## src/verilog/pcd_defs.svh

```systemverilog
// constants for the panel command decoder
`ifndef PCD_DEFS_SVH
`define PCD_DEFS_SVH
`define PCD_FAM_CONFIG      2'h0
`define PCD_FAM_DATA        2'h1
`define PCD_FAM_DISP        2'h2
`define PCD_FAM_ADDR        2'h3
`define PCD_GRP_WRITE       2'h0
`define PCD_GRP_RSVD        2'h1
`define PCD_GRP_READ1       2'h2
`define PCD_GRP_READ2       2'h3
`define PCD_ADDR_RESET      6'h10
`define PCD_ADDR_RTC_LAST   6'h0F
`define PCD_RC_BYTES        5'h10
`define PCD_KEY_BYTES       5'h03
`define PCD_SEG_BYTES       5'h07
`define PCD_SEG_MAP_BYTES   5'h06
`define PCD_DIM_RESET       3'h0
`endif

```

## src/verilog/pcd_pkg.sv

```systemverilog
// types shared by the panel command decoder
package pcd_pkg;
	typedef enum logic [2:0] {
		PCD_DST_MEM,
		PCD_DST_LED,
		PCD_RD_KEY,
		PCD_RD_SWITCH,
		PCD_RD_REMOTE,
		PCD_RD_IRQ,
		PCD_RD_CONFIG,
		PCD_RD_CLOCK
	} pcd_dir_t;

	typedef struct packed {
		logic [7:0] data;
		logic       is_first;
		logic       valid;
	} pcd_byte_t;

	typedef struct packed {
		logic       sep_digit;
		logic       show_sec;
		logic       show_ampm;
	} pcd_fmt_t;
endpackage : pcd_pkg

```

## src/verilog/pcd_decoder.sv

```systemverilog
// command byte decoder for the front panel controller
//
// Function
// - first byte after address is a command
// - 00h-0Fh clock, 10h-3Fh display memory
// - top bits 01 decode data setting
// - bits 5:4 pick write or read group
// - bit 3 restarts guard timer count
// - bit 2 selects fixed or incrementing address
// - write codes 00 memory, 11 led port
// - write codes 01/10 enter/leave test mode
// - read group one selects returned data
// - read group two: config or clock data
// - reset: normal display, increment, address 10h
// - top bits 10 decode display control
// - bits 2:0 set eight dimming steps
// - bit 3 switches display, scanning continues
// - remote hotkey pairs, up to sixteen bytes
// - shorter remote hotkey stream is accepted
// - three bytes mark front panel hotkeys
// - bit pairs map scan lines in order
// - seven bytes: six maps and format
// - segment code is index minus one
// - fixed segment pair order per byte
// - format bit 6 selects separator digit
// - format bits 5/4 seconds and am/pm
`timescale 1ns/1ps
`include "pcd_defs.svh"

module pcd_decoder
	import pcd_pkg::*;
#(
	parameter int RC_BYTES = 16
) (
	// clock and reset
	input  wire logic             sys_clk,
	input  wire logic             resetn,
	// bytes from the serial slave, already on sys_clk
	input  wire pcd_byte_t        rx_byte,
	// mode outputs
	output logic                  test_mode_q,
	output pcd_dir_t              direction_q,
	output logic                  fixed_addr_q,
	output logic [5:0]            mem_addr_q,
	output logic                  clock_space_q,
	output logic                  guard_restart_q,
	// display control outputs
	output logic [2:0]            dim_code_q,
	output logic                  display_on_q,
	// hotkey and clock display configuration
	output logic [8*RC_BYTES-1:0] remote_hotkeys_q,
	output logic [4:0]            remote_count_q,
	output logic [23:0]           panel_hotkeys_q,
	output logic [47:0]           segment_map_q,
	output pcd_fmt_t              clock_fmt_q
);

	typedef enum logic [1:0] {
		PCD_ST_IDLE,
		PCD_ST_REMOTE,
		PCD_ST_PANEL,
		PCD_ST_SEGMENT
	} pcd_load_t;

	pcd_load_t  load_q;
	logic [4:0] idx_q;
	logic       cmd_ok_q;
	logic       grp_legal;
	logic       is_cmd;
	logic       is_data;
	logic [1:0] fam;
	logic [1:0] grp;
	logic [1:0] low;
	logic [7:0] b;

	// a byte is a command only when it follows the slave address
	// command after address
	assign b       = rx_byte.data;
	assign is_cmd  = rx_byte.valid && rx_byte.is_first;
	assign is_data = rx_byte.valid && !rx_byte.is_first && cmd_ok_q;
	assign fam     = b[7:6];
	assign grp     = b[5:4];
	assign low     = b[1:0];

	// reserved read-two codes must not restart the guard timer either
	// reserved data codes excluded
	assign grp_legal = grp != `PCD_GRP_RSVD && !(grp == `PCD_GRP_READ2 && !low[0]);

	// data bytes only count once a command has opened the transfer
	always_ff @(posedge sys_clk) begin
		if (!resetn) begin
			cmd_ok_q <= 1'b0;
		end else if (is_cmd) begin
			cmd_ok_q <= 1'b1;
		end
	end

	// data setting command: direction and addressing mode
	always_ff @(posedge sys_clk) begin
		if (!resetn) begin
			direction_q  <= PCD_DST_MEM;
			fixed_addr_q <= 1'b0;
			test_mode_q  <= 1'b0;
		end else if (is_cmd && fam == `PCD_FAM_DATA && grp != `PCD_GRP_RSVD) begin
			// group select, 01 skipped as reserved
			unique case (grp)
				`PCD_GRP_WRITE: begin
					fixed_addr_q <= b[2];
					unique case (low)
						2'h0: direction_q <= PCD_DST_MEM;
						2'h3: direction_q <= PCD_DST_LED;
						2'h1: test_mode_q <= 1'b1;
						2'h2: test_mode_q <= 1'b0;
					endcase
				end
				`PCD_GRP_READ1: begin
					fixed_addr_q <= b[2];
					unique case (low)
						2'h0: direction_q <= PCD_RD_KEY;
						2'h1: direction_q <= PCD_RD_SWITCH;
						2'h2: direction_q <= PCD_RD_REMOTE;
						2'h3: direction_q <= PCD_RD_IRQ;
					endcase
				end
				default: begin
					if (low[0]) begin
						fixed_addr_q <= b[2];
						direction_q  <= low[1] ? PCD_RD_CLOCK : PCD_RD_CONFIG;
					end
				end
			endcase
		end
	end

	// guard timer restart is a one-cycle pulse; the time value lives elsewhere
	// restart without changing guard time
	always_ff @(posedge sys_clk) begin
		if (!resetn) begin
			guard_restart_q <= 1'b0;
		end else begin
			guard_restart_q <= is_cmd && fam == `PCD_FAM_DATA && grp_legal && b[3];
		end
	end

	// memory address: set by address command, stepped by written data
	// address space split
	always_ff @(posedge sys_clk) begin
		if (!resetn) begin
			mem_addr_q <= `PCD_ADDR_RESET;
		end else if (is_cmd && fam == `PCD_FAM_ADDR) begin
			mem_addr_q <= b[5:0];
		// stream steps the address, no repeat command needed
		end else if (is_data && load_q == PCD_ST_IDLE && direction_q == PCD_DST_MEM
				&& !fixed_addr_q) begin
			mem_addr_q <= mem_addr_q + 6'h01;
		end
	end

	// registered so the output comes straight from a flip-flop
	always_ff @(posedge sys_clk) begin
		if (!resetn) begin
			clock_space_q <= 1'b0;
		end else if (is_cmd && fam == `PCD_FAM_ADDR) begin
			clock_space_q <= b[5:0] <= `PCD_ADDR_RTC_LAST;
		end else begin
			clock_space_q <= mem_addr_q <= `PCD_ADDR_RTC_LAST;
		end
	end

	// dimming and display switch
	always_ff @(posedge sys_clk) begin
		if (!resetn) begin
			dim_code_q   <= `PCD_DIM_RESET;
			display_on_q <= 1'b0;
		// display control family, bit 4 reserved, bit 3 switches display
		end else if (is_cmd && fam == `PCD_FAM_DISP && !b[5]) begin
			dim_code_q   <= b[2:0];
			display_on_q <= b[3];
		end
	end

	// configuration stream loader; one stream per command, lowest bit wins
	always_ff @(posedge sys_clk) begin
		if (!resetn) begin
			load_q <= PCD_ST_IDLE;
			idx_q  <= 5'h00;
		end else if (is_cmd) begin
			idx_q <= 5'h00;
			if (fam == `PCD_FAM_DISP && b[5] && b[0]) begin
				load_q <= PCD_ST_REMOTE;
			end else if (fam == `PCD_FAM_DISP && b[5] && b[1]) begin
				load_q <= PCD_ST_PANEL;
			end else if (fam == `PCD_FAM_DISP && b[5] && b[2]) begin
				load_q <= PCD_ST_SEGMENT;
			end else begin
				load_q <= PCD_ST_IDLE;
			end
		end else if (is_data && load_q != PCD_ST_IDLE) begin
			idx_q <= idx_q + 5'h01;
			// stream closes at its full length; extra bytes are not loaded but step the address like memory data
			unique case (load_q)
				PCD_ST_REMOTE:  if (idx_q == 5'(RC_BYTES - 1)) load_q <= PCD_ST_IDLE;
				PCD_ST_PANEL:   if (idx_q == `PCD_KEY_BYTES - 5'h01) load_q <= PCD_ST_IDLE;
				PCD_ST_SEGMENT: if (idx_q == `PCD_SEG_BYTES - 5'h01) load_q <= PCD_ST_IDLE;
				default:        load_q <= PCD_ST_IDLE;
			endcase
		end
	end

	// remote hotkeys: byte n at bits 8n up, address then command
	// address/command pairs, LSB aligned
	always_ff @(posedge sys_clk) begin
		if (!resetn) begin
			remote_hotkeys_q <= '0;
			remote_count_q   <= 5'h00;
		end else if (is_cmd && fam == `PCD_FAM_DISP && b[5] && b[0]) begin
			// count restarts, a short stream is valid
			remote_count_q <= 5'h00;
		end else if (is_data && load_q == PCD_ST_REMOTE) begin
			remote_hotkeys_q[8*idx_q +: 8] <= b;
			remote_count_q                 <= idx_q + 5'h01;
		end
	end

	// front panel hotkeys: bit 2k is scan line k+1 first key
	// three hotkey bytes
	always_ff @(posedge sys_clk) begin
		if (!resetn) begin
			panel_hotkeys_q <= '0;
		end else if (is_data && load_q == PCD_ST_PANEL) begin
			panel_hotkeys_q[8*idx_q +: 8] <= b;
		end
	end

	// segment map bytes then format byte
	// six maps and a format byte
	always_ff @(posedge sys_clk) begin
		if (!resetn) begin
			segment_map_q <= '0;
			clock_fmt_q   <= '0;
		end else if (is_data && load_q == PCD_ST_SEGMENT) begin
			if (idx_q < `PCD_SEG_MAP_BYTES) begin
				// pair order kept by byte position; r and n have no slot
				segment_map_q[8*idx_q +: 8] <= b;
			end else begin
				clock_fmt_q.sep_digit <= b[6];
				clock_fmt_q.show_sec  <= b[5];
				clock_fmt_q.show_ampm <= b[4];
			end
		end
	end

	// address back at 10h one edge after reset
	a_reset_addr: assert property (@(posedge sys_clk)
		$rose(resetn) |-> mem_addr_q == `PCD_ADDR_RESET)
		else $error("address not 10h after reset");

	// orphan data never moves the address
	a_orphan_data: assert property (@(posedge sys_clk) disable iff (!resetn)
		(rx_byte.valid && !rx_byte.is_first && !cmd_ok_q) |=> $stable(mem_addr_q))
		else $error("data without command took effect");

	// restart pulse follows bit 3 of a data command
	a_guard_pulse: assert property (@(posedge sys_clk) disable iff (!resetn)
		(is_cmd && b[7:6] == 2'h1 && b[5:4] == 2'h0 && b[3]) |=> guard_restart_q)
		else $error("guard restart missing");

	a_rsvd_group: assert property (@(posedge sys_clk) disable iff (!resetn)
		(is_cmd && b[7:4] == 4'h5) |=> $stable(direction_q) && $stable(fixed_addr_q))
		else $error("reserved group changed state");

	a_led_dir: assert property (@(posedge sys_clk) disable iff (!resetn)
		(is_cmd && b[7:4] == 4'h4 && b[1:0] == 2'h3) |=> direction_q == PCD_DST_LED)
		else $error("led direction not taken");

	// dimming code taken from control command
	a_dim_load: assert property (@(posedge sys_clk) disable iff (!resetn)
		(is_cmd && b[7:5] == 3'h4) |=> dim_code_q == $past(b[2:0]) && display_on_q == $past(b[3]))
		else $error("dimming or display bit not loaded");

	// incrementing mode steps address by one per memory byte
	a_addr_step: assert property (@(posedge sys_clk) disable iff (!resetn)
		(is_data && load_q == PCD_ST_IDLE && direction_q == PCD_DST_MEM && !fixed_addr_q)
		|=> mem_addr_q == $past(mem_addr_q) + 6'h01)
		else $error("auto increment failed");

	// panel stream ends after three bytes
	a_panel_len: assert property (@(posedge sys_clk) disable iff (!resetn)
		(is_data && load_q == PCD_ST_PANEL && idx_q == 5'h02) |=> load_q == PCD_ST_IDLE)
		else $error("panel stream did not close");

	// reserved read-two codes give no restart pulse
	a_rsvd_guard: assert property (@(posedge sys_clk) disable iff (!resetn)
		(is_cmd && b[7:4] == 4'h7 && !b[0]) |=> !guard_restart_q)
		else $error("reserved code restarted guard timer");

	// address command sets the clock window flag at once
	a_clock_space: assert property (@(posedge sys_clk) disable iff (!resetn)
		(is_cmd && b[7:6] == 2'h3) |=> clock_space_q == ($past(b[5:0]) <= 6'h0F))
		else $error("clock window flag wrong");

	// hotkey commands leave dimming and display alone
	a_disp_hold: assert property (@(posedge sys_clk) disable iff (!resetn)
		(is_cmd && b[7:5] == 3'h5) |=> $stable(dim_code_q) && $stable(display_on_q))
		else $error("hotkey command changed display control");

	// remote count follows the bytes received
	a_remote_count: assert property (@(posedge sys_clk) disable iff (!resetn)
		(is_data && load_q == PCD_ST_REMOTE) |=> remote_count_q == $past(idx_q) + 5'h01)
		else $error("remote byte count wrong");

	// clock stream closes after its format byte
	a_seg_close: assert property (@(posedge sys_clk) disable iff (!resetn)
		(is_data && load_q == PCD_ST_SEGMENT && idx_q == 5'h06) |=> load_q == PCD_ST_IDLE)
		else $error("segment stream did not close");

	// test entry code sets test mode
	a_test_entry: assert property (@(posedge sys_clk) disable iff (!resetn)
		(is_cmd && b[7:4] == 4'h4 && b[1:0] == 2'h1) |=> test_mode_q)
		else $error("test mode not entered");

	// a command opens the transfer for data bytes
	a_cmd_open: assert property (@(posedge sys_clk) disable iff (!resetn)
		is_cmd |=> cmd_ok_q)
		else $error("command did not open transfer");

endmodule : pcd_decoder

```

## config.mk

```make
export PLATFORM = sky130hd
export DESIGN_NAME = pcd_decoder
export DESIGN_NICKNAME = d
export VERILOG_FILES = /design/src/verilog/pcd_pkg.sv /design/src/verilog/pcd_decoder.sv
export VERILOG_INCLUDE_DIRS = /design/src /design/src/verilog
export SDC_FILE = /design/constraint.sdc
export NUM_CORES = 1
export LEC_CHECK = 0
export BUFFER_PORTS_ARGS = -buffer_cell sky130_fd_sc_hd__buf_4
export CAP_MARGIN = 20
export CORE_MARGIN = 2
export CORE_UTILIZATION = 44
export DETAILED_ROUTE_END_ITERATION = 6
export GPL_ROUTABILITY_DRIVEN = 0
export PLACE_DENSITY_LB_ADDON = 0.15
export SYNTH_ARGS = -nofsm -noshare
export SYNTH_HDL_FRONTEND = slang
export SYNTH_SLANG_ARGS = --single-unit
```

## constraint.sdc

```tcl
create_clock -name sys_clk -period 10.9 [get_ports sys_clk]
set_input_delay 1.09 -clock sys_clk [delete_from_list [all_inputs] [get_ports sys_clk]]
set_output_delay 1.09 -clock sys_clk [all_outputs]
set_load 0.01 [all_outputs]
```

==> impl_metrics.json <==
{
  "status": "finished clean",
  "syn-num-nets": 1033,
  "dp_slack_ns": 6.902,
  "ant_nets": 0,
  "rr_startpoint": "idx_q[1]",
  "core-area_mm2": 0.02169,
  "routed_via_density": 5.347,
  "synth_compound_area_share_pct": 6.643,
  "slew_headroom_pct": 28.74,
  "die_area_mm2": 0.02320,
  "critPathLaunchType": "register",
  "synth_top_family_by_area": "simple AND/OR/NAND/NOR gates",
  "detail_route.wl_per_cell_um": 19.09,
  "synth_top_area_cell": "dfxtp_1",
  "syn_to_final_growth_pct": 27.75,
  "clockBufferDepth": 3,
  "hold_viol": 0,
  "syn-cell-area_mm2": 0.009681,
  "cp_top_family": "simple AND/OR/NAND/NOR gates",
  "critPathKind": "reg2reg",
  "leakagePower_uw": 0.005671,
  "layout.cells.non_filler": 1506,
  "post-place-cells": 1463,
  "antenna_found_initial": 0,
  "ys_seq_area_share_pct": 48.18,
  "ys_warn_count": 0,
  "num_antenna_cells": 0,
  "cts_resized": 0,
  "fin_crit_sh_pct": 37.25,
  "initial_utilization_pct": 44.63,
  "io_buffer_count": 236,
  "cts_root_buf": "clkbuf_16",
  "hold_start": "remote_hotkeys_q[110]",
  "end_kind": "register",
  "rsz0062_at_grt": "false",
  "maxSlewViolCount": 0,
  "crit_arrival_ns": 4.50,
  "wl_mm": 28.75,
  "worst_slew_pin_slew_ns": 1.061,
  "synth-simple-area-share_pct": 19.92,
  "tns_ns": 0,
  "gr-usage-all-layers_pct": 23.77,
  "row_count": 54,
  "tritoncts": "built",
  "top_usage_layer": "met2",
  "synth-seq-cells": 233,
  "yosysMostFrequentCell": "dfxtp_1",
  "synth_area_leaders": "dfxtp_1 48%, mux2i_1 19%, nand2_1 8.9%, nand3_1 1.9%, clkbuf_1 1.9%",
  "hold_buffers": 0,
  "synth_edf_count": 0,
  "cts_made_buffers": 25,
  "cp_data_required_time_ns": 11.34,
  "cts-htree-levels": 1,
  "period_needed_ns": 4.060,
  "setup_viol": 0,
  "grt_pass1_vias": 7758,
  "io_pins": 237,
  "max_cap_viol_count": 0,
  "grt_max_degree": 90,
  "fp.dieH_um": 152.3,
  "synth-async-reset-ratio_pct": 0,
  "synthXorXnorAreaFrac_pct": 0.9047,
  "synth_top_flop_cell": "dfxtp_1",
  "synth_cells": 1007,
  "drt_iter0_drc": 400,
  "clock_latency_ns": 0.53,
  "startpoint": "idx_q[1]",
  "slowest_stage": "dfxtp_1",
  "met2_usage_pct": 37.22,
  "peakVddDrop_uv": 99.73,
  "worst_slack_ns": 6.840,
  "syn_avg_cell_area_um2": 9.613,
  "cp_cell_sequence": "inv_1 -> ha_1 -> or3b_1 -> inv_1 -> ha_1 -> nand4b_1 -> or4_1 -> nor4_4 -> mux2i_1",
  "ys_types": 61,
  "dp.final_hpwl_mm": 19.52,
  "cpPeakStageDelay_ns": 0.77,
  "max_freq_mhz": 246.3,
  "skew_ns": 0.006663,
  "netlist.area_leader.share_pct": 48.18,
  "synth_adder_area_share_pct": 1.809,
  "num_vias": 8052,
  "die_x_um": 152.3,
  "path_buf_inv": 2,
  "cts_sinks": 233,
  "synthMuxAreaShare_pct": 19.46,
  "drive_above_1_share_pct": 24.96,
  "drcViolationCount": 0,
  "post_cts_buffers": 0,
  "cp_max_fo": 19,
  "grt_pass1_wl_mm": 44.58,
  "nNetsFinal": 1236,
  "grt_use_met3_pct": 7.139,
  "clk_pin_slew_ns": 0.06,
  "powerDensity_mw_per_mm2": 140.0,
  "grt.overflow.total": 0,
  "dr.pass1.iters": 5,
  "synth_common_cells": "233 x dfxtp_1, 230 x nand2_1, 186 x mux2i_1",
  "min-delay-path-class": "reg2reg",
  "grt_util_met1_pct": 32.11
}
worst paths after layout:
check                           depth (start not counted)  slack [ns]                    end
worst max register to register                          9        6.84      segment_map_q[33]
worst min register to register                          2        0.46  remote_hotkeys_q[110]
worst min-delay path                                    2        0.46  remote_hotkeys_q[110]
worst max-delay path                                    9        6.84      segment_map_q[33]
layout by cell type, fill, tap and decap left out, drive strengths merged, types with 7 or more instances in the layout:
master   count
nor3        18
buf        241
a22o         8
ha          14
clkbuf      33
o21ai       16
a21oi       23
nand3       37
o2bb2ai     10
nand2      230
nor2        32
dfxtp      233
nand4       29
inv         10
xnor2        7
nor4        11
mux2i      186
tightest hold or removal path: stages, from the launching register on:
cell,delay [ns]
dfxtp_1,0.31
nand2_1,0.05
mux2i_1,0.05
routing by layer:
metal	up-vias	part of all wire (%)	routed length, µm
met5	-	0	0
met1	3801	45	12950
met4	0	2.2	636
met2	264	44	12710
li1	3942	-	-
met3	45	8.5	2450
where the power goes:
group	internal, µW	switching [µW]
Clock	481	338
Sequential	853	2.03
Combinational	12.9	44.7
metrics by stage:
| stage | total power (µW) | hold slack (ns) | instance area [µm²] | utilization (%) |
|---|---|---|---|---|
| final | 1732 | 0.4581 | 12370 | 57.02 |
| after global routing | 1785 | 0.4751 | 12370 | 57.02 |
| after CTS | 1746 | 0.4593 | 12370 | 57.02 |
| after detailed placement | 931.6 | 0.4507 | 11580 | 53.42 |
| after global placement | 931.6 | 0.4431 | 11580 | 53.38 |
| after floorplan | 908.7 | 0.4790 | 9681 | - |
sequential cells by signal, indices dropped and copies added, names as in the netlist, 2 cells and up:
signal,count
remote_hotkeys_q,128
segment_map_q,48
panel_hotkeys_q,24
mem_addr_q,6
idx_q,5
remote_count_q,5
clock_fmt_q,3
dim_code_q,3
direction_q,3
load_q,2
cell families after synthesis:
family,after synthesis
and+or+nand+nor,398
DFF,233
muxes,188
AOI/OAI and AO/OA,90
buffers and inverters,74
adders and majority gates,14
xor gates and xnor gates,10
layout make-up:
| cell class | count | area (µm²) |
|---|---|---|
| fill | 1975 | 9321 |
| timing repair buffer | 241 | 1813 |
| tap | 280 | 350.3 |
| multi-input combinational | 700 | 4723 |
| inverter | 9 | 33.78 |
| sequential | 233 | 4664 |
| clock inverter | 10 | 106.4 |
| clock buffer | 33 | 675.6 |
Note: power is estimated with default switching activity, not from simulation.
